## config.mk

```make
export PLATFORM = sky130hd
export DESIGN_NAME = vepc_power_ctrl
export DESIGN_NICKNAME = d
export VERILOG_FILES = /design/src/verilog/vepc_pkg.sv /design/src/verilog/vepc_cmd_if.sv /design/src/verilog/vepc_regs.sv /design/src/verilog/vepc_power_ctrl.sv
export SDC_FILE = /design/constraint.sdc
export NUM_CORES = 1
export LEC_CHECK = 0
export BUFFER_PORTS_ARGS = -buffer_cell sky130_fd_sc_hd__buf_2
export CAP_MARGIN = 20
export CORE_MARGIN = 3
export CORE_UTILIZATION = 36
export CTS_BUF_LIST = sky130_fd_sc_hd__clkbuf_4
export DETAILED_ROUTE_END_ITERATION = 16
export GPL_ROUTABILITY_DRIVEN = 0
export GPL_TIMING_DRIVEN = 0
export SYNTH_ARGS = -nofsm -noshare
export SYNTH_HDL_FRONTEND = slang
export SYNTH_SLANG_ARGS = --single-unit
export TNS_END_PERCENT = 10
```

## constraint.sdc

```tcl
create_clock -name clk -period 2.2 [get_ports clk]
set_input_delay 0.11 -clock clk [delete_from_list [all_inputs] [get_ports clk]]
set_output_delay 0.11 -clock clk [all_outputs]
set_load 0.05 [all_outputs]
```

## src/verilog/vepc_pkg.sv

```systemverilog
// virtual enable power control: shared constants, state and field names
// assumes: an 8-bit register port, byte addresses on 4 bits
package vepc_pkg;

	// ------------------------------------------------------------
	// register port
	// ------------------------------------------------------------
	localparam int unsigned VEPC_ADDR_W = 4;
	localparam int unsigned VEPC_DATA_W = 8;
	localparam logic [3:0] VEPC_OFS_SETTING = 4'h0;
	localparam logic [3:0] VEPC_OFS_STATUS = 4'h4;
	localparam logic [7:0] VEPC_RD_ZERO = 8'h00;
	localparam logic [7:0] VEPC_SETTING_RST = 8'h00;

	// ------------------------------------------------------------
	// setting byte fields
	// ------------------------------------------------------------
	localparam int unsigned VEPC_SET_W = 5;
	localparam int unsigned VEPC_BIT_ENABLE = 0;
	localparam int unsigned VEPC_BIT_RESTART = 1;
	localparam int unsigned VEPC_BIT_RECAL = 2;
	localparam int unsigned VEPC_BIT_RELOAD = 3;
	localparam int unsigned VEPC_BIT_CLRTEST = 4;

	// ------------------------------------------------------------
	// status byte fields
	// ------------------------------------------------------------
	localparam int unsigned VEPC_ST_PHASE_LSB = 0;
	localparam int unsigned VEPC_ST_CALOK = 3;
	localparam int unsigned VEPC_ST_OFS_LSB = 4;
	localparam int unsigned VEPC_OFS_W = 4;
	localparam logic [3:0] VEPC_OFS_RST = 4'h0;

	// ------------------------------------------------------------
	// power sequence states
	// ------------------------------------------------------------
	typedef enum logic [2:0] {
		VEPC_OFF,
		VEPC_DISABLED,
		VEPC_POR,
		VEPC_NVM,
		VEPC_TEST,
		VEPC_CALCLR,
		VEPC_CAL,
		VEPC_RUN
	} vepc_state_t;

	// power-up options set by pin power-up or kept from the last accepted command
	typedef struct packed {
		logic clrtest;
		logic reload;
		logic recal;
	} vepc_opts_t;

endpackage

```

## src/verilog/vepc_cmd_if.sv

```systemverilog
// command and status carrier between register slave and sequencer
// assumes: both ends on the same clock
`timescale 1ns/1ps
interface vepc_cmd_if;
	logic cmd_valid;
	logic [vepc_pkg::VEPC_SET_W-1:0] setting;
	logic [2:0] phase;
	logic cal_ok;
	logic [vepc_pkg::VEPC_OFS_W-1:0] offset;

	modport regs
	(
		output cmd_valid,
		output setting,
		input phase,
		input cal_ok,
		input offset
	);

	modport seq
	(
		input cmd_valid,
		input setting,
		output phase,
		output cal_ok,
		output offset
	);
endinterface

```

## src/verilog/vepc_regs.sv

```systemverilog
// register slave of the power control block: setting and status bytes
// assumes: single-cycle strobes, never both at once, read data next cycle
`timescale 1ns/1ps
module vepc_regs
(
	input wire logic clk,
	input wire logic rst_b,
	input wire logic [vepc_pkg::VEPC_ADDR_W-1:0] reg_addr,
	input wire logic [vepc_pkg::VEPC_DATA_W-1:0] reg_wdata,
	input wire logic reg_wr,
	input wire logic reg_rd,
	output logic [vepc_pkg::VEPC_DATA_W-1:0] reg_rdata,
	vepc_cmd_if.regs cmd
);

	// ------------------------------------------------------------
	// decode
	// ------------------------------------------------------------
	wire logic hit_setting;
	wire logic hit_status;
	wire logic set_wr;
	wire logic [vepc_pkg::VEPC_DATA_W-1:0] status_byte;
	wire logic [vepc_pkg::VEPC_DATA_W-1:0] rd_mux;
	logic [vepc_pkg::VEPC_SET_W-1:0] setting_q;
	logic [vepc_pkg::VEPC_DATA_W-1:0] rdata_q;

	assign hit_setting = (reg_addr == vepc_pkg::VEPC_OFS_SETTING);
	assign hit_status = (reg_addr == vepc_pkg::VEPC_OFS_STATUS);
	// every setting write is taken at once; the slave never stalls
	assign set_wr = reg_wr & hit_setting;
	assign status_byte = {cmd.offset, cmd.cal_ok, cmd.phase};
	// upper three bits of the setting are dropped and read back as zero
	assign rd_mux = hit_setting ? {3'h0, setting_q} :
		hit_status ? status_byte : vepc_pkg::VEPC_RD_ZERO;

	assign cmd.cmd_valid = set_wr;
	assign cmd.setting = reg_wdata[vepc_pkg::VEPC_SET_W-1:0];
	assign reg_rdata = rdata_q;

	// ------------------------------------------------------------
	// storage
	// ------------------------------------------------------------
	always_ff @(posedge clk or negedge rst_b)
	begin
		if (!rst_b)
		begin
			setting_q <= vepc_pkg::VEPC_SETTING_RST[vepc_pkg::VEPC_SET_W-1:0];
			rdata_q <= vepc_pkg::VEPC_RD_ZERO;
		end
		else
		begin
			if (set_wr)
				setting_q <= reg_wdata[vepc_pkg::VEPC_SET_W-1:0];
			rdata_q <= reg_rd ? rd_mux : vepc_pkg::VEPC_RD_ZERO;
		end
	end

endmodule // vepc_regs

```

## src/verilog/vepc_power_ctrl.sv

```systemverilog
// virtual enable power control: power-up sequencer behind a setting byte
// assumes: hw_en and all handshakes synchronous to clk; the serial front
// end turns each power command frame into one setting write
//
// Summary of operation
// - hardware enable low switches regulators off, wipes calibration and offset, keeps setting byte
// - hardware enable rising runs full power-up with reload from memory
// - virtual disable keeps regulators and clocks on, state preserved
// - one write frame: address, command code, setting byte; all acked
// - setting bits: 4 clear test, 3 reload, 2 recal, 1 restart, 0 enable
// - enable set while disabled leaves disabled and starts power-up
// - enable clear while operating stops operation, enters disabled
// - restart with enable clear while operating: disable, then power up
// - recal flag clears calibration and recalibrates; else calibration kept
// - calibration skipped only if completed once since state was lost
// - reload flag applies defaults, then memory contents, to working regs
// - reload clear leaves working registers untouched through power-up
// - clear-test flag resets test registers on leaving disabled
// - all-zero setting disables and stays; registers stay writable
// - restart plus recal from disabled or operating: cycle, keep regs, recalibrate
// - clear-test, reload, recal, restart: same as toggling hardware enable
// - reload relatches the sensed address offset; otherwise it is kept
`timescale 1ns/1ps
module vepc_power_ctrl
(
	input wire logic clk,
	input wire logic rst_b,
	input wire logic hw_en,
	input wire logic [vepc_pkg::VEPC_ADDR_W-1:0] reg_addr,
	input wire logic [vepc_pkg::VEPC_DATA_W-1:0] reg_wdata,
	input wire logic reg_wr,
	input wire logic reg_rd,
	output logic [vepc_pkg::VEPC_DATA_W-1:0] reg_rdata,
	output logic regulators_on,
	output logic clocks_run,
	output logic operating,
	output logic regs_write_allow,
	output logic por_apply,
	output logic nvm_load_req,
	input wire logic nvm_load_done,
	output logic test_reset,
	output logic cal_clear,
	output logic cal_req,
	input wire logic cal_done,
	input wire logic [vepc_pkg::VEPC_OFS_W-1:0] addr_offset_sense,
	output logic [vepc_pkg::VEPC_OFS_W-1:0] addr_offset
);

	// ------------------------------------------------------------
	// register slave
	// ------------------------------------------------------------
	vepc_cmd_if cmd_bus ();

	vepc_regs u_regs
	(
		.clk(clk),
		.rst_b(rst_b),
		.reg_addr(reg_addr),
		.reg_wdata(reg_wdata),
		.reg_wr(reg_wr),
		.reg_rd(reg_rd),
		.reg_rdata(reg_rdata),
		.cmd(cmd_bus.regs)
	);

	// ------------------------------------------------------------
	// state
	// ------------------------------------------------------------
	vepc_pkg::vepc_state_t state_q;
	vepc_pkg::vepc_state_t state_d;
	vepc_pkg::vepc_opts_t opts_q;
	vepc_pkg::vepc_opts_t opts_d;
	logic pend_q;
	logic pend_d;
	logic cal_ok_q;
	logic cal_ok_d;
	logic [vepc_pkg::VEPC_OFS_W-1:0] ofs_q;

	// ------------------------------------------------------------
	// command decode
	// ------------------------------------------------------------
	wire logic set_enable;
	wire logic set_restart;
	wire vepc_pkg::vepc_opts_t set_opts;
	wire logic in_off;
	wire logic in_disabled;
	wire logic in_oper;
	wire logic cmd_start;
	wire logic cmd_stop;
	wire logic cmd_cycle;

	assign set_enable = cmd_bus.setting[vepc_pkg::VEPC_BIT_ENABLE];
	assign set_restart = cmd_bus.setting[vepc_pkg::VEPC_BIT_RESTART];
	assign set_opts.clrtest = cmd_bus.setting[vepc_pkg::VEPC_BIT_CLRTEST];
	assign set_opts.reload = cmd_bus.setting[vepc_pkg::VEPC_BIT_RELOAD];
	assign set_opts.recal = cmd_bus.setting[vepc_pkg::VEPC_BIT_RECAL];

	assign in_off = (state_q == vepc_pkg::VEPC_OFF);
	assign in_disabled = (state_q == vepc_pkg::VEPC_DISABLED);
	assign in_oper = !in_off && !in_disabled;

	// in disabled, enable or restart starts the power-up
	assign cmd_start = cmd_bus.cmd_valid && in_disabled &&
		(set_enable || set_restart);
	// in operation, enable clear stops; with restart it cycles
	assign cmd_stop = cmd_bus.cmd_valid && in_oper && !set_enable;
	assign cmd_cycle = cmd_stop && set_restart;

	// ------------------------------------------------------------
	// power-up stage selection
	// ------------------------------------------------------------
	wire logic cal_need;
	wire vepc_pkg::vepc_state_t cal_stage;
	wire vepc_pkg::vepc_state_t after_nvm;
	wire vepc_pkg::vepc_state_t first_stage;
	wire vepc_pkg::vepc_opts_t cur_opts;
	wire logic pwr_up_go;

	// a start command shapes its own power-up, not the options parked
	// by the stop command that came before it
	assign cur_opts = cmd_start ? set_opts : opts_q;
	// leave disabled on a start command or on a pending restart
	assign pwr_up_go = pend_q || cmd_start;
	// calibration runs when asked or when no result survives
	assign cal_need = cur_opts.recal || !cal_ok_q;
	assign cal_stage = cal_need ? vepc_pkg::VEPC_CALCLR : vepc_pkg::VEPC_RUN;
	assign after_nvm = cur_opts.clrtest ? vepc_pkg::VEPC_TEST :
		cal_stage;
	// without reload the working registers see no load at all
	assign first_stage = cur_opts.reload ? vepc_pkg::VEPC_POR :
		after_nvm;

	// ------------------------------------------------------------
	// sequencer
	// ------------------------------------------------------------
	always_comb
	begin
		state_d = state_q;
		opts_d = opts_q;
		pend_d = pend_q;
		cal_ok_d = cal_ok_q;
		case (state_q)
			vepc_pkg::VEPC_OFF:
			begin
				cal_ok_d = 1'b0;
				pend_d = 1'b0;
				if (hw_en)
				begin
					// pin power-up: everything rebuilt from memory
					opts_d = '{clrtest: 1'b1, reload: 1'b1, recal: 1'b1};
					state_d = vepc_pkg::VEPC_POR;
				end
			end
			vepc_pkg::VEPC_DISABLED:
			begin
				if (pwr_up_go)
				begin
					pend_d = 1'b0;
					state_d = first_stage;
				end
			end
			vepc_pkg::VEPC_POR:
			begin
				state_d = vepc_pkg::VEPC_NVM;
			end
			vepc_pkg::VEPC_NVM:
			begin
				if (nvm_load_done)
				begin
					state_d = after_nvm;
				end
			end
			vepc_pkg::VEPC_TEST:
			begin
				state_d = cal_stage;
			end
			vepc_pkg::VEPC_CALCLR:
			begin
				cal_ok_d = 1'b0;
				state_d = vepc_pkg::VEPC_CAL;
			end
			vepc_pkg::VEPC_CAL:
			begin
				if (cal_done)
				begin
					cal_ok_d = 1'b1;
					state_d = vepc_pkg::VEPC_RUN;
				end
			end
			vepc_pkg::VEPC_RUN:
			begin
				state_d = vepc_pkg::VEPC_RUN;
			end
			default:
			begin
				state_d = vepc_pkg::VEPC_OFF;
			end
		endcase
		if (cmd_start)
		begin
			opts_d = set_opts;
		end
		if (cmd_stop)
		begin
			state_d = vepc_pkg::VEPC_DISABLED;
			pend_d = cmd_cycle;
			opts_d = set_opts;
		end
		// pin low overrides everything; this block relies on it staying
		// high while the virtual enable is in use
		if (!hw_en)
		begin
			state_d = vepc_pkg::VEPC_OFF;
		end
	end

	always_ff @(posedge clk or negedge rst_b)
	begin
		if (!rst_b)
		begin
			state_q <= vepc_pkg::VEPC_OFF;
			opts_q <= '0;
			pend_q <= 1'b0;
			cal_ok_q <= 1'b0;
		end
		else
		begin
			state_q <= state_d;
			opts_q <= opts_d;
			pend_q <= pend_d;
			cal_ok_q <= cal_ok_d;
		end
	end

	// ------------------------------------------------------------
	// state decode
	// ------------------------------------------------------------
	// one view per sequencer stage; the pulses and request levels
	// below come straight from these
	wire logic in_por;
	wire logic in_nvm;
	wire logic in_test;
	wire logic in_calclr;
	wire logic in_cal;
	wire logic in_run;

	assign in_por = (state_q == vepc_pkg::VEPC_POR);
	assign in_nvm = (state_q == vepc_pkg::VEPC_NVM);
	assign in_test = (state_q == vepc_pkg::VEPC_TEST);
	assign in_calclr = (state_q == vepc_pkg::VEPC_CALCLR);
	assign in_cal = (state_q == vepc_pkg::VEPC_CAL);
	assign in_run = (state_q == vepc_pkg::VEPC_RUN);

	// ------------------------------------------------------------
	// address offset latch
	// ------------------------------------------------------------
	wire logic ofs_load;
	wire logic ofs_clear;

	// latched only when memory is reloaded, by pin or by command
	assign ofs_load = in_nvm && nvm_load_done;
	// losing the pin wipes the latched offset with the rest of the state
	assign ofs_clear = in_off;

	always_ff @(posedge clk or negedge rst_b)
	begin
		if (!rst_b)
		begin
			ofs_q <= vepc_pkg::VEPC_OFS_RST;
		end
		else if (ofs_clear)
		begin
			ofs_q <= vepc_pkg::VEPC_OFS_RST;
		end
		else if (ofs_load)
		begin
			ofs_q <= addr_offset_sense;
		end
	end

	// ------------------------------------------------------------
	// outputs
	// ------------------------------------------------------------
	// regulators and clocks stay up through the virtual disable
	assign regulators_on = !in_off;
	assign clocks_run = !in_off;
	assign operating = in_run;
	// register edits are allowed while parked or running
	assign regs_write_allow = in_disabled || in_run;
	assign por_apply = in_por;
	assign nvm_load_req = in_nvm;
	assign test_reset = in_test;
	assign cal_clear = in_calclr;
	assign cal_req = in_cal;
	assign addr_offset = ofs_q;

	assign cmd_bus.phase = state_q;
	assign cmd_bus.cal_ok = cal_ok_q;
	assign cmd_bus.offset = ofs_q;

endmodule // vepc_power_ctrl

```

==> impl_metrics.toml <==
[outcome]
outcome = "complete, no violations"

[sta]
slew_violations = 0
worstMarginPinSlew_ns = 0.656
setup_viol = 0
max_freq_mhz = 486
min_period_ns = 2.06
period_share_pct = 93.5
hold_violations = 0
rsz0062_at_grt = "true"
slew_headroom_pct = 56.1
holdWs_ns = 0.0238
finClkSkew_ns = 0.0135

[min_path]
hold_path.class = "primary input to flip-flop"

[setup_path]
crit_fanout = 8
start_kind = "flip-flop"
worstPathRequired_ns = 2.43
worstPathArrival_ns = 2.29
critPathKind = "flip-flop to flip-flop"
endpoint_kind = "flip-flop"

[power_and_ir_drop]
pwr-share-seq_pct = 37.2
leakage_nw = 0.798
combPwrFrac_pct = 48.6
cell_internal_pwr_mw = 0.804
clkPwrFrac_pct = 14.2
ir_worst_vdd_mv = 0.304
p_switching_mw = 0.702
switching_share_pct = 46.6
powerDensity_nw_per_um2 = 915

[clocking]
path_clk_slew_ns = 0.15
clock_latency_ns = 0.32
cts_buffer_depth = 2
numClockSinks = 25
numCtsBuffers = 3
clock-root-buffer = "clkbuf_4"
cts_tree = "yes"
htreeDepth = 1
postCtsSetupBuffers = 0

[route]
dr.first_iter.drc_count = 47
via_per_inst = 5.18
routed_wl_mm = 3.19
dr.pass1.iters = 4
num_vias = 1176
wl_per_cell_um = 14.0
ant_nets = 0
post-route-drc-count = 0

[synth]
ys_async_sr_fraction_pct = 100
synthCells = 137
synth-edff-count = 0
yosysWarnings = 0
synth-seq-cells = 25
synth_area_um2 = 1350
syn_avg_cell_area_um2 = 9.84
mappedNetlistNets = 160
ys.flop_type = "dfrtp_1"
synth-seq-area-share_pct = 46.4
post_synth_num_cell_types = 40

[floorplanning]
start_util_pct = 38.9
coreArea_um2 = 3470
die_x_um = 67.2
io_pins = 44
die_h_um = 67.2
num_rows = 21
fp.dieArea_um2 = 4510

[global_route]
grt_max_degree = 26
antenna_found_initial = 0
grt_pass1_vias = 1118
grt_pass1_wl_mm = 5.22
grt_usage_pct = 15.3
gr-total-overflow = 0

[placed_design]
place_hpwl_mm = 2.44
port_buffers = 39

[finish]
num-nets-final = 205
final_common_cell = "buf_2"
layout_common_cells = "buf_2, dfrtp_1, nor2_1"
layout-area-overhead-vs-synth_pct = 22.2
fill_cells = 370
postLayoutCoreUtil_pct = 47.5
drive_gt1_share_pct = 29.3
num_antenna_cells = 0

[job]
maxCapViolations = 0
-- area by class of cell --
cell class	count	area, um^2	share of cell area (%)
timing repair buffer	40	205	12.5
clock inverter	1	7.51	0.456
inverter	2	7.51	0.456
buffer	8	45.0	2.74
clock buffer	3	22.5	1.37
tap	46	57.6	3.50
multi-input combinational	102	676	41.0
sequential	25	626	38.0
-- power groups by stage --
stage | Clock, mW | Combinational [mW] | Sequential, mW
after floorplan | 0 | 0.522 | 0.594
after global placement | 0 | 0.720 | 0.567
after CTS | 0.219 | 0.733 | 0.560
after global routing | 0.245 | 0.792 | 0.568
after detailed placement | 0 | 0.725 | 0.569
final | 0.214 | 0.732 | 0.561
-- worst max-delay path: stages (launching register included) --
cell       delay, ns
dfrtp_1         0.44
or3b_1          0.40
buf_6           0.15
nor4_4          0.39
mux2i_1         0.23
nor3_1          0.07
a2111oi_2       0.29
-- routing by layer --
layer	share of wire [%]	GRT usage, %	vias to the layer above
met5	0	0	-
met1	47	20.8	555
met2	46	24.9	38
met4	1.3	5.32	0
met3	5.4	2.00	4
li1	-	-	579
-- synth_stat cells (2+ instances only) --
master    count  area, um^2
dfrtp_1      25         626
nor2_1       24        90.1
mux2i_1      12         120
a21oi_1      11        55.1
nand2_1       6        22.5
nor3_1        6        30.0
mux2_1        5        56.3
nand2b_1      5        31.3
clkbuf_1      4        15.0
o21ai_1       4        20.0
and3_1        3        18.8
buf_2         2        10.0
nand3_1       2        10.0
or2_1         2        12.5
-- path summary, 6_finish.rpt --
| path | start | end | slack (ns) | depth (start not counted) |
|---|---|---|---|---|
| min in group asynchronous | rst_b | u_regs.setting_q[1] | 0.29 | 2 |
| max in group asynchronous | rst_b | addr_offset[0] | 1.52 | 2 |
| hold reg to reg | u_regs.setting_q[2] | u_regs.setting_q[2] | 0.52 | 1 |
| hold / removal | reg_wdata[1] | pend_q | 0.02 | 3 |
| setup / recovery | cmd_bus.phase[2] | cmd_bus.phase[2] | 0.14 | 6 |
| setup reg to reg | cmd_bus.phase[2] | cmd_bus.phase[2] | 0.14 | 6 |
-- state kept, by name (all words and copies together) (netlist names) --
signal	flops
opts_q	3
u_regs.setting_q	5
cmd_bus.phase	3
addr_offset	4
u_regs.reg_rdata	8
pend_q	1
cal_ok_q	1
-- through the flow --
stage | setup WS (ns) | TNS, ns | cells | instance area [um^2] | power, mW
final | 0.142 | 0 | 227 | 1650 | 1.51
after floorplan | 0.167 | 0 | 137 | 1350 | 1.12
after global routing | -0.000697 | -0.000697 | 227 | 1650 | 1.61
after global placement | 0.165 | 0 | 222 | 1600 | 1.29
after CTS | 0.111 | 0 | 227 | 1650 | 1.51
after detailed placement | 0.143 | 0 | 222 | 1600 | 1.29
-- cells by family (layout without fill, tap and decap cells) --
family,count (synthesis),in the layout,synth area share [%]
buf+inv,10,54,3.81
mux,17,17,13.1
flops,25,25,46.4
simple gates,58,58,22.8
compound gates,27,27,13.8
-- timing repair --
item / CTS / global route
hold buffers: 1 / 0
resized for setup: 1 / 2
endpoints found under the hold margin: 25 / 0
endpoints found under the setup margin: 2 / 4
Power figures use the tool's default switching activity.
